### src/hdl/wake_ctl_defs.svh
// Timing counts and reset-cause field layout for the halted-state wake control.
// Assumes a single system clock at the rate given by CLK_PERIOD_NS.
`ifndef WAKE_CTL_DEFS_SVH
`define WAKE_CTL_DEFS_SVH

// ----------------------------------------------------------------------------
// Clock
// ----------------------------------------------------------------------------
`define CLK_PERIOD_NS 20

// ----------------------------------------------------------------------------
// Timing: least times, rounded up to whole cycles
// ----------------------------------------------------------------------------
`define WAKE_MIN_PULSE_NS 100
`define WAKE_MIN_CYC ((`WAKE_MIN_PULSE_NS + `CLK_PERIOD_NS - 1) / `CLK_PERIOD_NS)
`define RECOVERY_DELAY_NS 2000
`define RECOVERY_CYC ((`RECOVERY_DELAY_NS + `CLK_PERIOD_NS - 1) / `CLK_PERIOD_NS)

// ----------------------------------------------------------------------------
// Reset cause register layout
// ----------------------------------------------------------------------------
`define CAUSE_W 8
`define CAUSE_RESET 8'h00
`define CAUSE_HALT_BIT 7
`define CAUSE_EXT_BIT 6
`define CAUSE_WDOG_BIT 5
`define CAUSE_DBG_BIT 4

`endif

### src/hdl/wake_ctl_pkg.sv
// Types shared by the halted-state wake control.
// Assumes nothing of its surroundings.
package wake_ctl_pkg;

  // --------------------------------------------------------------------------
  // Sequencer states
  // --------------------------------------------------------------------------
  typedef enum logic [3:0] {
    ST_RUN      = 4'h1,
    ST_HALTED   = 4'h2,
    ST_RECOVER  = 4'h4,
    ST_SYSRESET = 4'h8
  } wake_state_e;

endpackage

### src/hdl/stop_mode_wake_control.sv
// Halted-state wake and reset sequencer: weighs wake sources, times recovery,
// records the cause and gates port input capture.
// Assumes the watchdog and CPU run on REF_CLK_I; pins are asynchronous.
`include "wake_ctl_defs.svh"

module stop_mode_wake_control
  import wake_ctl_pkg::*;
#(
  parameter int PINS = 8,
  parameter int WAKE_MIN_CYC = `WAKE_MIN_CYC,
  parameter int RECOVERY_CYC = `RECOVERY_CYC
) (
  input wire logic REF_CLK_I,
  input wire logic RESET_N_I,
  input wire logic HALT_REQ_I,
  input wire logic WDT_TIMEOUT_I,
  input wire logic WDT_RESET_MODE_I,
  input wire logic IRQ_GLOBAL_EN_I,
  input wire logic [PINS-1:0] WAKE_EN_I,
  input wire logic [PINS-1:0] PORT_PIN_I,
  input wire logic EXT_RESET_N_I,
  input wire logic DEBUG_PIN_I,
  input wire logic CAUSE_CLEAR_I,
  output logic HALTED_O,
  output logic CPU_CLK_EN_O,
  output logic FETCH_RESUME_O,
  output logic SYS_RESET_O,
  output logic WDT_IRQ_O,
  output logic PORT_CAPTURE_EN_O,
  output logic [PINS-1:0] PORT_INPUT_DATA_O,
  output logic [`CAUSE_W-1:0] RESET_CAUSE_O
);

  localparam int RCV_W = $clog2(RECOVERY_CYC + 1);

  // --------------------------------------------------------------------------
  // Declarations
  // --------------------------------------------------------------------------
  wake_state_e state_ff;
  wake_state_e nxt_state;
  logic [RCV_W-1:0] rcv_cnt_ff;
  logic [RCV_W-1:0] nxt_rcv_cnt;
  logic wdt_int_ff;
  logic irq_ff;
  logic resume_ff;
  logic sysrst_ff;
  logic [PINS-1:0] port_data_ff;
  logic [`CAUSE_W-1:0] cause_ff;
  logic [`CAUSE_W-1:0] cause_set;
  logic ext_meta_ff;
  logic ext_sync_ff;
  logic dbg_meta_ff;
  logic dbg_sync_ff;
  logic [PINS-1:0] pin_level;
  logic [PINS-1:0] pin_change;
  logic [PINS-1:0] pin_short;

  // --------------------------------------------------------------------------
  // Reset and debug pin synchronisers
  // --------------------------------------------------------------------------
  always_ff @(posedge REF_CLK_I or negedge RESET_N_I) begin
    if (!RESET_N_I) begin
      ext_meta_ff <= 1'b1;
      ext_sync_ff <= 1'b1;
      dbg_meta_ff <= 1'b1;
      dbg_sync_ff <= 1'b1;
    end else begin
      ext_meta_ff <= EXT_RESET_N_I;
      ext_sync_ff <= ext_meta_ff;
      dbg_meta_ff <= DEBUG_PIN_I;
      dbg_sync_ff <= dbg_meta_ff;
    end
  end

  // --------------------------------------------------------------------------
  // Per-pin wake watchers
  // --------------------------------------------------------------------------
  wire halted = (state_ff == ST_HALTED);

  genvar gi;
  generate
    for (gi = 0; gi < PINS; gi++) begin : g_pin
      wake_pin_watch #(
        .MIN_CYC(WAKE_MIN_CYC)
      ) wake_pin_watch_i (
        .clk_i(REF_CLK_I),
        .rst_n_i(RESET_N_I),
        .pin_i(PORT_PIN_I[gi]),
        .watch_i(halted && WAKE_EN_I[gi]),
        .level_o(pin_level[gi]),
        .change_o(pin_change[gi]),
        .short_o(pin_short[gi])
      );
    end
  endgenerate

  // --------------------------------------------------------------------------
  // Wake source decode
  // --------------------------------------------------------------------------
  // A system-reset request outranks every wake source
  wire ext_req = halted && !ext_sync_ff;
  wire dbg_req = halted && !dbg_sync_ff;
  wire sys_req = ext_req || dbg_req;
  wire wdt_req = halted && WDT_TIMEOUT_I;
  wire pin_wake = halted && (|pin_change);
  wire pin_short_any = halted && (|pin_short);
  wire wake_req = wdt_req || pin_wake;
  wire in_recover = (state_ff == ST_RECOVER);
  wire rcv_done = in_recover && (rcv_cnt_ff == RCV_W'(RECOVERY_CYC - 1));

  // --------------------------------------------------------------------------
  // Sequencer
  // --------------------------------------------------------------------------
  always_comb begin
    nxt_state = state_ff;
    case (state_ff)
      ST_RUN: begin
        if (HALT_REQ_I) begin
          nxt_state = ST_HALTED;
        end
      end
      ST_HALTED: begin
        if (sys_req) begin
          nxt_state = ST_SYSRESET;
        end else if (wake_req) begin
          nxt_state = ST_RECOVER;
        end
      end
      ST_RECOVER: begin
        if (rcv_done) begin
          nxt_state = ST_RUN;
        end
      end
      ST_SYSRESET: begin
        nxt_state = ST_RUN;
      end
      default: begin
        nxt_state = ST_RUN;
      end
    endcase
  end

  assign nxt_rcv_cnt = in_recover ? rcv_cnt_ff + 1'b1 : '0;

  always_ff @(posedge REF_CLK_I or negedge RESET_N_I) begin
    if (!RESET_N_I) begin
      state_ff <= ST_RUN;
      rcv_cnt_ff <= '0;
    end else begin
      state_ff <= nxt_state;
      rcv_cnt_ff <= nxt_rcv_cnt;
    end
  end

  // --------------------------------------------------------------------------
  // Watchdog interrupt, held back until recovery ends
  // --------------------------------------------------------------------------
  wire wdt_int_wake = wdt_req && !sys_req && !WDT_RESET_MODE_I;
  wire irq_fire = rcv_done && wdt_int_ff && IRQ_GLOBAL_EN_I;

  always_ff @(posedge REF_CLK_I or negedge RESET_N_I) begin
    if (!RESET_N_I) begin
      wdt_int_ff <= 1'b0;
      irq_ff <= 1'b0;
      resume_ff <= 1'b0;
      sysrst_ff <= 1'b0;
    end else begin
      wdt_int_ff <= wdt_int_wake || (wdt_int_ff && !rcv_done);
      irq_ff <= irq_fire;
      resume_ff <= rcv_done;
      // The reset pulse stands in the single SYSRESET cycle
      sysrst_ff <= halted && sys_req;
    end
  end

  // --------------------------------------------------------------------------
  // Reset cause register, a set wins over a clear
  // --------------------------------------------------------------------------
  always_comb begin
    cause_set = '0;
    cause_set[`CAUSE_HALT_BIT] = rcv_done || wdt_req || pin_short_any;
    cause_set[`CAUSE_WDOG_BIT] = wdt_req;
    cause_set[`CAUSE_EXT_BIT] = ext_req;
    cause_set[`CAUSE_DBG_BIT] = dbg_req;
  end

  always_ff @(posedge REF_CLK_I or negedge RESET_N_I) begin
    if (!RESET_N_I) begin
      cause_ff <= `CAUSE_RESET;
    end else begin
      cause_ff <= (CAUSE_CLEAR_I ? '0 : cause_ff) | cause_set;
    end
  end

  // --------------------------------------------------------------------------
  // Port input data, frozen while halted or recovering
  // --------------------------------------------------------------------------
  wire port_load = (state_ff == ST_RUN) || rcv_done;

  always_ff @(posedge REF_CLK_I or negedge RESET_N_I) begin
    if (!RESET_N_I) begin
      port_data_ff <= '0;
    end else if (port_load) begin
      port_data_ff <= pin_level;
    end
  end

  // --------------------------------------------------------------------------
  // Outputs
  // --------------------------------------------------------------------------
  assign HALTED_O = halted;
  assign CPU_CLK_EN_O = (state_ff == ST_RUN);
  assign FETCH_RESUME_O = resume_ff;
  assign SYS_RESET_O = sysrst_ff;
  assign WDT_IRQ_O = irq_ff;
  assign PORT_CAPTURE_EN_O = (state_ff == ST_RUN);
  assign PORT_INPUT_DATA_O = port_data_ff;
  assign RESET_CAUSE_O = cause_ff;
endmodule // stop_mode_wake_control

### src/hdl/wake_pin_watch.sv
// One port pin watched as a wake source: synchroniser, change detect, width qualifier.
// Assumes the pin is asynchronous to clk_i; watch_i comes from the clk_i domain.
module wake_pin_watch #(
  parameter int MIN_CYC = 5
) (
  input wire logic clk_i,
  input wire logic rst_n_i,
  input wire logic pin_i,
  input wire logic watch_i,
  output logic level_o,
  output logic change_o,
  output logic short_o
);

  localparam int CNT_W = $clog2(MIN_CYC + 1);

  logic meta_ff;
  logic sync_ff;
  logic ref_ff;
  logic [CNT_W-1:0] cnt_ff;
  logic [CNT_W-1:0] nxt_cnt;

  // --------------------------------------------------------------------------
  // Synchroniser
  // --------------------------------------------------------------------------
  always_ff @(posedge clk_i or negedge rst_n_i) begin
    if (!rst_n_i) begin
      meta_ff <= 1'b0;
      sync_ff <= 1'b0;
    end else begin
      meta_ff <= pin_i;
      sync_ff <= meta_ff;
    end
  end

  // --------------------------------------------------------------------------
  // Change qualifier
  // --------------------------------------------------------------------------
  wire differs = watch_i && (sync_ff != ref_ff);
  wire reached = (cnt_ff == CNT_W'(MIN_CYC - 1));
  wire armed = (cnt_ff != '0) && (cnt_ff < CNT_W'(MIN_CYC));

  assign nxt_cnt = !differs ? '0 : (cnt_ff == CNT_W'(MIN_CYC)) ? cnt_ff : cnt_ff + 1'b1;
  assign change_o = differs && reached;
  assign short_o = watch_i && !differs && armed;
  assign level_o = sync_ff;

  always_ff @(posedge clk_i or negedge rst_n_i) begin
    if (!rst_n_i) begin
      ref_ff <= 1'b0;
      cnt_ff <= '0;
    end else begin
      ref_ff <= watch_i ? ref_ff : sync_ff;
      cnt_ff <= nxt_cnt;
    end
  end
endmodule // wake_pin_watch

### config.mk
export PLATFORM = sky130hd
export DESIGN_NAME = stop_mode_wake_control
export DESIGN_NICKNAME = d
export VERILOG_FILES = /design/src/hdl/wake_ctl_pkg.sv /design/src/hdl/stop_mode_wake_control.sv /design/src/hdl/wake_pin_watch.sv
export VERILOG_INCLUDE_DIRS = /design/src /design/src/hdl
export SDC_FILE = /design/constraint.sdc
export NUM_CORES = 1
export LEC_CHECK = 0
export ABC_AREA = 0
export BUFFER_PORTS_ARGS = -buffer_cell sky130_fd_sc_hd__buf_2
export CORE_AREA = 3 3 87 89
export CTS_BUF_LIST = sky130_fd_sc_hd__clkbuf_2 sky130_fd_sc_hd__clkbuf_4 sky130_fd_sc_hd__clkbuf_8
export DETAILED_ROUTE_END_ITERATION = 7
export DIE_AREA = 0 0 90 92
export GPL_TIMING_DRIVEN = 0
export PLACE_DENSITY = 0.75
export SLEW_MARGIN = 10
export SYNTH_ARGS = -nofsm -noshare
export SYNTH_HDL_FRONTEND = slang
export SYNTH_SLANG_ARGS = --single-unit
### constraint.sdc
create_clock -name REF_CLK_I -period 2.3 [get_ports REF_CLK_I]
set_clock_uncertainty 0.1 [all_clocks]
set_input_delay 0.345 -clock REF_CLK_I [delete_from_list [all_inputs] [get_ports REF_CLK_I]]
set_output_delay 0.345 -clock REF_CLK_I [all_outputs]
set_load 0.05 [all_outputs]
# == After elaboration in Yosys (flattened, before gate mapping) ==
# Cells that the tools add are included.
# totals
mem_bits_ro,0
latch_bits,0
memories,0
reg_bits,83
mem_bits_rw,0
word_cells,214
in_bits,25
output_inout_bits,22
# classes
mux,23
n_div,0
n_lt_le_gt_ge,8
mul,0
reduce_logical,90
n_shift,0
bitwise,1
n_addsub,9
n_eq_ne,39
# op_table
op,n
1-bit logical AND,60
"3-bit equality test, second input constant",16
3-bit two-way mux,16
"3-bit by 1-bit adder with 3-bit output, second input constant",8
"3-bit < comparator, second input constant",8
3-bit nonzero test,8
"2-bit inequality test, second input constant",9
4-bit two-way mux,4
8-bit OR reduction,2
1-bit zero test,13
4-bit case mux with 3 select lines,1
8-bit two-way mux,1
1-bit inequality test,8
8-bit OR,1
"7-bit by 1-bit adder with 7-bit output, second input constant",1
"7-bit equality test, second input constant",1
7-bit two-way mux,1
1-bit logical OR,6
"4-bit by 1-bit equality test with 1-bit output, second input constant",1
"4-bit by 2-bit equality test with 1-bit output, second input constant",1
"4-bit by 3-bit equality test with 1-bit output, second input constant",1
"3-bit by 1-bit inequality test with 1-bit output, second input constant",1
3-bit AND reduction,1
"2-bit by 1-bit inequality test with 1-bit output, second input constant",1

# == Longest topological paths before layout ==
# Gate-level depths: netlist of the first run.
# depth
ltp_word,10
ltp_mapped,7
mapped_depth_nobuf,7

# == Modules after synthesis ==
# From an unflattened synthesis of the first run, not the netlist that was laid out.
# unflattened
cells_unflattened,342
hier_area_um2,4083.9
# by_module_without_submodules
mod,n_inst,area_each_um2,cells_each,seq_area_each_um2
wake_pin_watch,8,340.3,29,150.1
stop_mode_wake_control,1,1361.3,110,782.0

# == Worst setup path before layout of the first run ==
# OpenSTA, ideal clock, no wires.
# synth_path
kind,register to output
from,reg state_ff[0]
to,out PORT_CAPTURE_EN_O
stages_incl_launch_ff,3
required_ns,1.855
path_buffers,1
path_slack_ns,-0.148
t_arrival_ns,2.003
path_cell_list,dfstp_2 > nor4b_2 > buf_4
# synth_between
elab_chain_len,1
# synth_rtl
element,line_no,text
"start, declared",stop_mode_wake_control.sv:39,wake_state_e state_ff;
"start signal, assigned",stop_mode_wake_control.sv:150,state_ff <= nxt_state;
4-bit by 1-bit equality test with 1-bit output,n/a,
"end, declared",stop_mode_wake_control.sv:29,"output logic PORT_CAPTURE_EN_O,"
# Every way passes these cells.

# == Worst setup path after layout of the first run ==
# layout_path
from,reg state_ff[3]
to,out HALTED_O
# layout_between
elab_chain_len,1
# layout_rtl
element,line_no,text
4-bit by 2-bit equality test with 1-bit output,stop_mode_wake_control.sv:78,wire halted = (state_ff == ST_HALTED);
"end, declared",stop_mode_wake_control.sv:24,"output logic HALTED_O,"
# Every way passes these cells.

==> flow_summary.json, run 1 <==
{
  "multiInputGateArea_um2": 1610,
  "worstSetupStartpointType": "flop",
  "rsz0062_at_grt": "no",
  "yosysSeqAreaShare_pct": 53.1,
  "core_area_um2": 6830,
  "worstPathMaxFanout": 19,
  "drc_errors": 0,
  "clock_latency_ns": 0.36,
  "arrival_ns": 1.72,
  "p_sw_mw": 1.40,
  "synth_ff_type": "dfrtp_1",
  "fin_crit_sh_pct": 93.9,
  "hpwl_mm": 4.86,
  "syn_avg_cell_area_um2": 11.1,
  "overflow": 0,
  "drt-initial-drc-count": 126,
  "num-nets-final": 456,
  "ys_ff_latch": 79,
  "fmax_ghz": 0.463,
  "peakVddDrop_mv": 0.637,
  "preCtsSetupSlack_ns": 0.237,
  "grt_max_degree": 65,
  "dr_total_vias": 2534,
  "p_sw_share_pct": 34.9,
  "power_leakage_nw": 2.07,
  "dieArea_um2": 8280,
  "max_cap_violations": 0,
  "nFillCells": 555,
  "timing.hold.ws_ns": 0.0868,
  "synth_edf_count": 0,
  "clock_sinks": 79,
  "p_per_area_nw_per_um2": 899,
  "synthesis.area_um2": 3740,
  "yosysUniqueCellTypes": 43,
  "n_antenna_cell": 0,
  "setup_slack_ns": 0.140,
  "ios": 47,
  "clockBufferDepth": 2,
  "grt_use_total_pct": 17.8,
  "finalSetupViolCount": 0,
  "hold_viol": 0,
  "cts_tree": "built",
  "critPathRequiredTime_ns": 1.86,
  "htree_levels": 3,
  "syn-instance-count": 338,
  "grt_pass1_wl_mm": 11.6,
  "cts_buffers": 9,
  "vias_per_cell": 5.00,
  "p_int_mw": 2.61,
  "pwr-share-seq_pct": 41.5,
  "dr.pass1.iters": 4,
  "antenna_found_initial": 0,
  "design_area_um2": 4450,
  "fin_crit_ns": 2.16,
  "io_buffers": 42,
  "outcome": "finished clean",
  "clkTransAtPathRegs_ns": 0.07,
  "place_area_um2": 4120,
  "drive_gt1_share_pct": 22.4,
  "ys_async_sr_fraction_pct": 100,
  "grt_pass1_vias": 2505,
  "ant_nets": 0,
  "path_class": "flop to output pin",
  "regArea_um2": 1980,
  "endpoint_kind": "output pin",
  "wl_per_cell_um": 13.2,
  "die_x_um": 90,
  "num_rows": 30,
  "clkPwrFrac_pct": 28.2,
  "comb_power_share_pct": 30.3,
  "setup_tns_ns": 0,
  "gp_congestion": 0.749,
  "wl_mm": 6.70,
  "finish.utilization_pct": 65.1,
  "die_y_um": 92,
  "clock-root-buffer": "clkbuf_8",
  "hp-class": "primary input to flop",
  "finalMaxSlewViolations": 0,
  "initial_core_util_pct": 54.7,
  "area_growth_pct": 19.1,
  "ys_warn_count": 0
}
-- critical path: stages (launching register included) --
cell and delay (ns):
dfrtp_1 0.39, or4b_1 0.52, buf_6 0.17, clkinv_8 0.11, buf_8 0.15
-- stage by stage --
step,cells,power (mW)
3_3_place_gp,479,2.87
6_report,507,4.00
2_1_floorplan,341,2.60
5_1_grt,507,4.19
3_5_place_dp,480,2.89
4_1_cts,507,4.04
-- cells in the final DEF (no fill, tap or decap), types with 3 or more instances in the layout --
| master | count |
|---|---|
| buf_2 | 41 |
| conb_1 | 4 |
| and3_1 | 3 |
| nand2_1 | 43 |
| mux2_1 | 7 |
| a21oi_1 | 11 |
| nor3_1 | 9 |
| o211ai_1 | 3 |
| inv_1 | 22 |
| dlygate4sd3_1 | 11 |
| buf_4 | 7 |
| dfstp_2 | 5 |
| ha_1 | 25 |
| nor2_1 | 41 |
| a31oi_1 | 5 |
| mux2_4 | 8 |
| xor2_1 | 5 |
| xnor2_1 | 16 |
| o21ai_1 | 3 |
| dfrtp_1 | 74 |
| nand3_1 | 16 |
| clkbuf_8 | 9 |
| nor3b_1 | 3 |
-- sequential cells by signal, indices dropped and copies added, names as in the netlist --
signal                          cells
FETCH_RESUME_O                      1
PORT_INPUT_DATA_O                   8
RESET_CAUSE_O                       4
SYS_RESET_O                         1
WDT_IRQ_O                           1
dbg_meta_ff                         1
dbg_sync_ff                         1
ext_meta_ff                         1
ext_sync_ff                         1
g_pin.wake_pin_watch_i.cnt_ff      24
g_pin.wake_pin_watch_i.level_o      8
g_pin.wake_pin_watch_i.meta_ff      8
g_pin.wake_pin_watch_i.ref_ff       8
rcv_cnt_ff                          7
state_ff                            4
wdt_int_ff                          1
-- per-layer routing --
metal / part of all wire (%) / up-vias / GRT usage (%) / wire length, um
li1: - / 1259 / - / -
met5: 0 / - / 0 / 0
met3: 4.6 / 7 / 5.58 / 309
met4: 1.4 / 0 / 7.65 / 95
met2: 47 / 49 / 27.3 / 3140
met1: 47 / 1219 / 23.2 / 3160
-- synth_stat cells (2+ instances only) --
| library cell | instances | area (um^2) |
|---|---|---|
| nor3_1 | 9 | 45.0 |
| nor3b_1 | 3 | 22.5 |
| nand3_1 | 16 | 80.1 |
| nand3b_2 | 2 | 22.5 |
| and3_1 | 3 | 18.8 |
| buf_4 | 5 | 37.5 |
| nand2b_1 | 2 | 12.5 |
| buf_6 | 2 | 22.5 |
| nand2_1 | 43 | 161 |
| o211ai_1 | 3 | 22.5 |
| o2bb2ai_1 | 2 | 17.5 |
| nand4_1 | 2 | 12.5 |
| mux2_1 | 7 | 78.8 |
| dfrtp_1 | 74 | 1850 |
| ha_1 | 25 | 313 |
| mux2_4 | 8 | 120 |
| a21oi_1 | 11 | 55.1 |
| xnor2_1 | 16 | 140 |
| o32ai_1 | 2 | 17.5 |
| o22ai_2 | 2 | 25.0 |
| or4b_1 | 2 | 20.0 |
| o2111ai_1 | 2 | 17.5 |
| inv_1 | 22 | 82.6 |
| o21ai_1 | 3 | 15.0 |
| nand3b_1 | 2 | 15.0 |
| nor2_1 | 41 | 154 |
| dfstp_2 | 5 | 131 |
| a31oi_1 | 5 | 31.3 |
| xor2_1 | 5 | 43.8 |
-- timing repair --
item / in CTS / in global routing
buffers inserted: 1 / 0
resized for setup: 3 / 0
endpoints found under the hold margin: 25 / 0
setup endpoints to repair: 1 / 0
hold buffers: 11 / 0
-- power by group through the flow --
stage	Clock, mW	Sequential, mW	Combinational [mW]
2_1_floorplan	0	1.99	0.606
3_3_place_gp	0	1.68	1.19
3_5_place_dp	0	1.69	1.20
4_1_cts	1.16	1.66	1.23
5_1_grt	1.22	1.68	1.29
6_report	1.13	1.66	1.21
-- final timing paths --
kind,from,end,slack (ns),cells after the start
setup / recovery,state_ff[3],HALTED_O,0.14,4
setup reg to reg,state_ff[3],PORT_INPUT_DATA_O[0],0.29,6
hold / removal,WDT_RESET_MODE_I,wdt_int_ff,0.09,2
hold reg to reg,g_pin[0].wake_pin_watch_i.meta_ff,g_pin[0].wake_pin_watch_i.level_o,0.25,0
min in group asynchronous,RESET_N_I,PORT_INPUT_DATA_O[7],0.30,2
max in group asynchronous,RESET_N_I,state_ff[0],1.18,3
-- cells by family after synthesis --
group | after synthesis | synth area share [%]
other | 1 | 0.100
AND/OR/NAND/NOR | 134 | 18.1
XOR/XNOR | 21 | 4.92
adder cells (fa/ha/maj) | 25 | 8.37
AO/OA/AOI/OAI | 32 | 5.76
flip-flops | 79 | 53.1
multiplexers | 15 | 5.33
buffers and inverters | 31 | 4.39
-- cell type report --
class | count | share of cell area [%]
sequential | 79 | 44.6
multi-input combinational | 231 | 36.2
timing repair buffer | 55 | 8.27
inverter | 23 | 2.22
clock inverter | 6 | 1.91
tap | 96 | 2.70
clock buffer | 10 | 2.95
buffer | 7 | 1.21
(Power assumes the default switching activity.)
==> run 2, diff against run 1 <==
--- a/config.mk
+++ b/config.mk
@@ -6,14 +6,15 @@
 export SDC_FILE = /design/constraint.sdc
 export NUM_CORES = 1
 export LEC_CHECK = 0
-export ABC_AREA = 0
+export ABC_AREA = 1
 export BUFFER_PORTS_ARGS = -buffer_cell sky130_fd_sc_hd__buf_2
-export CORE_AREA = 3 3 87 89
+export CORE_AREA = 3 3 89 91
 export CTS_BUF_LIST = sky130_fd_sc_hd__clkbuf_2 sky130_fd_sc_hd__clkbuf_4 sky130_fd_sc_hd__clkbuf_8
 export DETAILED_ROUTE_END_ITERATION = 7
-export DIE_AREA = 0 0 90 92
+export DIE_AREA = 0 0 92 94
 export GPL_TIMING_DRIVEN = 0
-export PLACE_DENSITY = 0.75
+export HOLD_SLACK_MARGIN = 0.12
+export PLACE_DENSITY = 0.74
 export SLEW_MARGIN = 10
 export SYNTH_ARGS = -nofsm -noshare
 export SYNTH_HDL_FRONTEND = slang
==> flow_summary.json, run 2 <==
{
  "hold_viol": 0,
  "synth_top_area_share_pct": 47.5,
  "core_area_um2": 7210,
  "synthTopCellsByCount": "nand2_1, dfrtp_1, inv_1",
  "r2r-end": "PORT_INPUT_DATA_O[2]",
  "hp-class": "primary input to flop",
  "yosysSeqAreaShare_pct": 50.9,
  "ys_async_sr_fraction_pct": 100,
  "overflow": 0,
  "final_common_cell": "nand2_1",
  "postCtsSetupBuffers": 0,
  "grt_max_degree": 51,
  "arrival_ns": 1.68,
  "multiInputGateArea_um2": 1630,
  "n_antenna_cell": 0,
  "timing.hold.ws_ns": 0.193,
  "critPathRequiredTime_ns": 1.86,
  "regArea_um2": 1980,
  "synth.most_common_cell": "nand2_1",
  "max_cap_violations": 0,
  "power_leakage_nw": 2.27,
  "peakVddDrop_mv": 0.377,
  "grt_pass1_vias": 2884,
  "wl_mm": 7.15,
  "drt-initial-drc-count": 155,
  "cts_buffers": 9,
  "crit_end": "PORT_CAPTURE_EN_O",
  "ys_warn_count": 0,
  "syn_avg_cell_area_um2": 9.37,
  "clkTransAtPathRegs_ns": 0.08,
  "synth.largest_area_cell": "dfrtp_1",
  "r2r_setup_slack_ns": 0.51,
  "outcome": "finished clean",
  "p_int_mw": 2.55,
  "fin_crit_sh_pct": 92.4,
  "cts_resized": 0,
  "synth_edf_count": 0,
  "path_class": "flop to output pin",
  "nFillCells": 611,
  "fin_cells": 592,
  "wl_per_cell_um": 12.1,
  "num-nets-final": 538,
  "endpoint_kind": "output pin",
  "die_x_um": 92,
  "startpoint": "state_ff[0]",
  "yosysUniqueCellTypes": 34,
  "gp_congestion": 0.841,
  "synth_ff_type": "dfrtp_1",
  "num_rows": 31,
  "syn-instance-count": 416,
  "ios": 47,
  "finalMaxSlewViolations": 0,
  "drc_errors": 0,
  "dr.pass1.iters": 4,
  "timing.rr.start": "rcv_cnt_ff[0]",
  "final_cell_mix": "nand2_1, dfrtp_1, inv_1",
  "grt_pass1_wl_mm": 12.3,
  "ys_ff_latch": 79,
  "largest_reg_flops": 24,
  "finish.utilization_pct": 64.1,
  "initial_core_util_pct": 54.0,
  "io_buffers": 42,
  "clock_latency_ns": 0.36,
  "rsz0062_at_grt": "no",
  "area_growth_pct": 18.6,
  "hold_buffers": 15,
  "p_sw_mw": 1.63,
  "synth_area_leaders": "dfrtp_1, ha_1, nand2_1",
  "htree_levels": 3,
  "max_flop_register": "g_pin.wake_pin_watch_i.cnt_ff",
  "setup_tns_ns": 0,
  "pwr-share-seq_pct": 40.4,
  "grt_use_total_pct": 18.1,
  "p_per_area_nw_per_um2": 906,
  "clock-root-buffer": "clkbuf_8",
  "comb_power_share_pct": 34.6,
  "die_y_um": 94,
  "fin_crit_ns": 2.12,
  "finalSetupViolCount": 0,
  "dr_total_vias": 2905,
  "dieArea_um2": 8650,
  "worstPathMaxFanout": 4,
  "fin_total_pwr_mw": 4.19,
  "clock_sinks": 79,
  "clockBufferDepth": 2,
  "ant_nets": 0,
  "fmax_ghz": 0.471,
  "p_sw_share_pct": 39.0,
  "worstSetupStartpointType": "flop",
  "drive_gt1_share_pct": 20.7,
  "hpwl_mm": 5.30,
  "r2r_cells": 9,
  "cts_tree": "built",
  "vias_per_cell": 4.91,
  "synthesis.area_um2": 3900,
  "clkPwrFrac_pct": 25.0,
  "dp_cells": 561,
  "antenna_found_initial": 0
}
run 2: cell count changes after synthesis, sizes merged, moves of 9 or more:
cell   change
o21ai     +21
nand3     +16
a21oi     +12
xnor2      -9
nand2     +37
nand4      +9
inv       +39
mux2      -13
run 2: layout make-up:
class	instances	area share (%)
multi-input combinational	272	35.2
sequential	79	42.9
timing repair buffer	58	8.45
buffer	7	1.49
clock buffer	12	3.30
tap	99	2.68
inverter	61	4.95
clock inverter	4	1.03
run 2: logic make-up (layout without fill, tap and decap cells):
kind of cell	count (synthesis)	count (layout)	synth area share, %
and+or+nand+nor	173	173	22.1
AOI/OAI and AO/OA	52	52	7.06
xor gates and xnor gates	16	16	3.60
other	1	4	0.0962
buffers and inverters	68	142	7.64
muxes	2	2	0.578
DFF	79	79	50.9
adders and majority gates	25	25	8.03
run 2: worst max-delay path: stages (launching register included):
cell and delay (ns):
dfstp_2 0.55, inv_2 0.05, nor3_2 0.32, buf_4 0.17, buf_2 0.25
run 2: per-stage QoR:
stage	area [um^2]	setup slack, ns
CTS	4620	0.149
global placement	4240	0.250
floorplan	3910	0.157
finish	4620	0.176
global route	4620	0.0818
detailed placement	4270	0.499
run 2: how the worst min path moves through the flow:
stage | startpoint | to | slack [ns] | cells after the start
final | WDT_TIMEOUT_I | RESET_CAUSE_O[5] | 0.19 | 3
after global routing | WDT_TIMEOUT_I | RESET_CAUSE_O[5] | 0.20 | 3
after CTS | WAKE_EN_I[5] | g_pin[5].wake_pin_watch_i.ref_ff | 0.18 | 4
after detailed placement | RESET_N_I | g_pin[2].wake_pin_watch_i.cnt_ff[0] | 0.20 | 1
after global placement | g_pin[4].wake_pin_watch_i.meta_ff | g_pin[4].wake_pin_watch_i.level_o | 0.23 | 0
after floorplan | RESET_N_I | FETCH_RESUME_O | -0.05 | 0
run 2: metal layers:
metal	track usage [%]	share of wire (%)
met1	22.0	45
met3	5.29	5.5
met5	0	0
met2	30.3	48
met4	7.55	1.7
run 2: power by group through the flow:
stage | clock (mW) | sequential, mW | combinational (mW)
global route | 1.14 | 1.71 | 1.57
floorplan | 0 | 2.05 | 0.760
detailed placement | 0 | 1.72 | 1.44
finish | 1.05 | 1.69 | 1.45
CTS | 1.07 | 1.69 | 1.46
global placement | 0 | 1.72 | 1.40
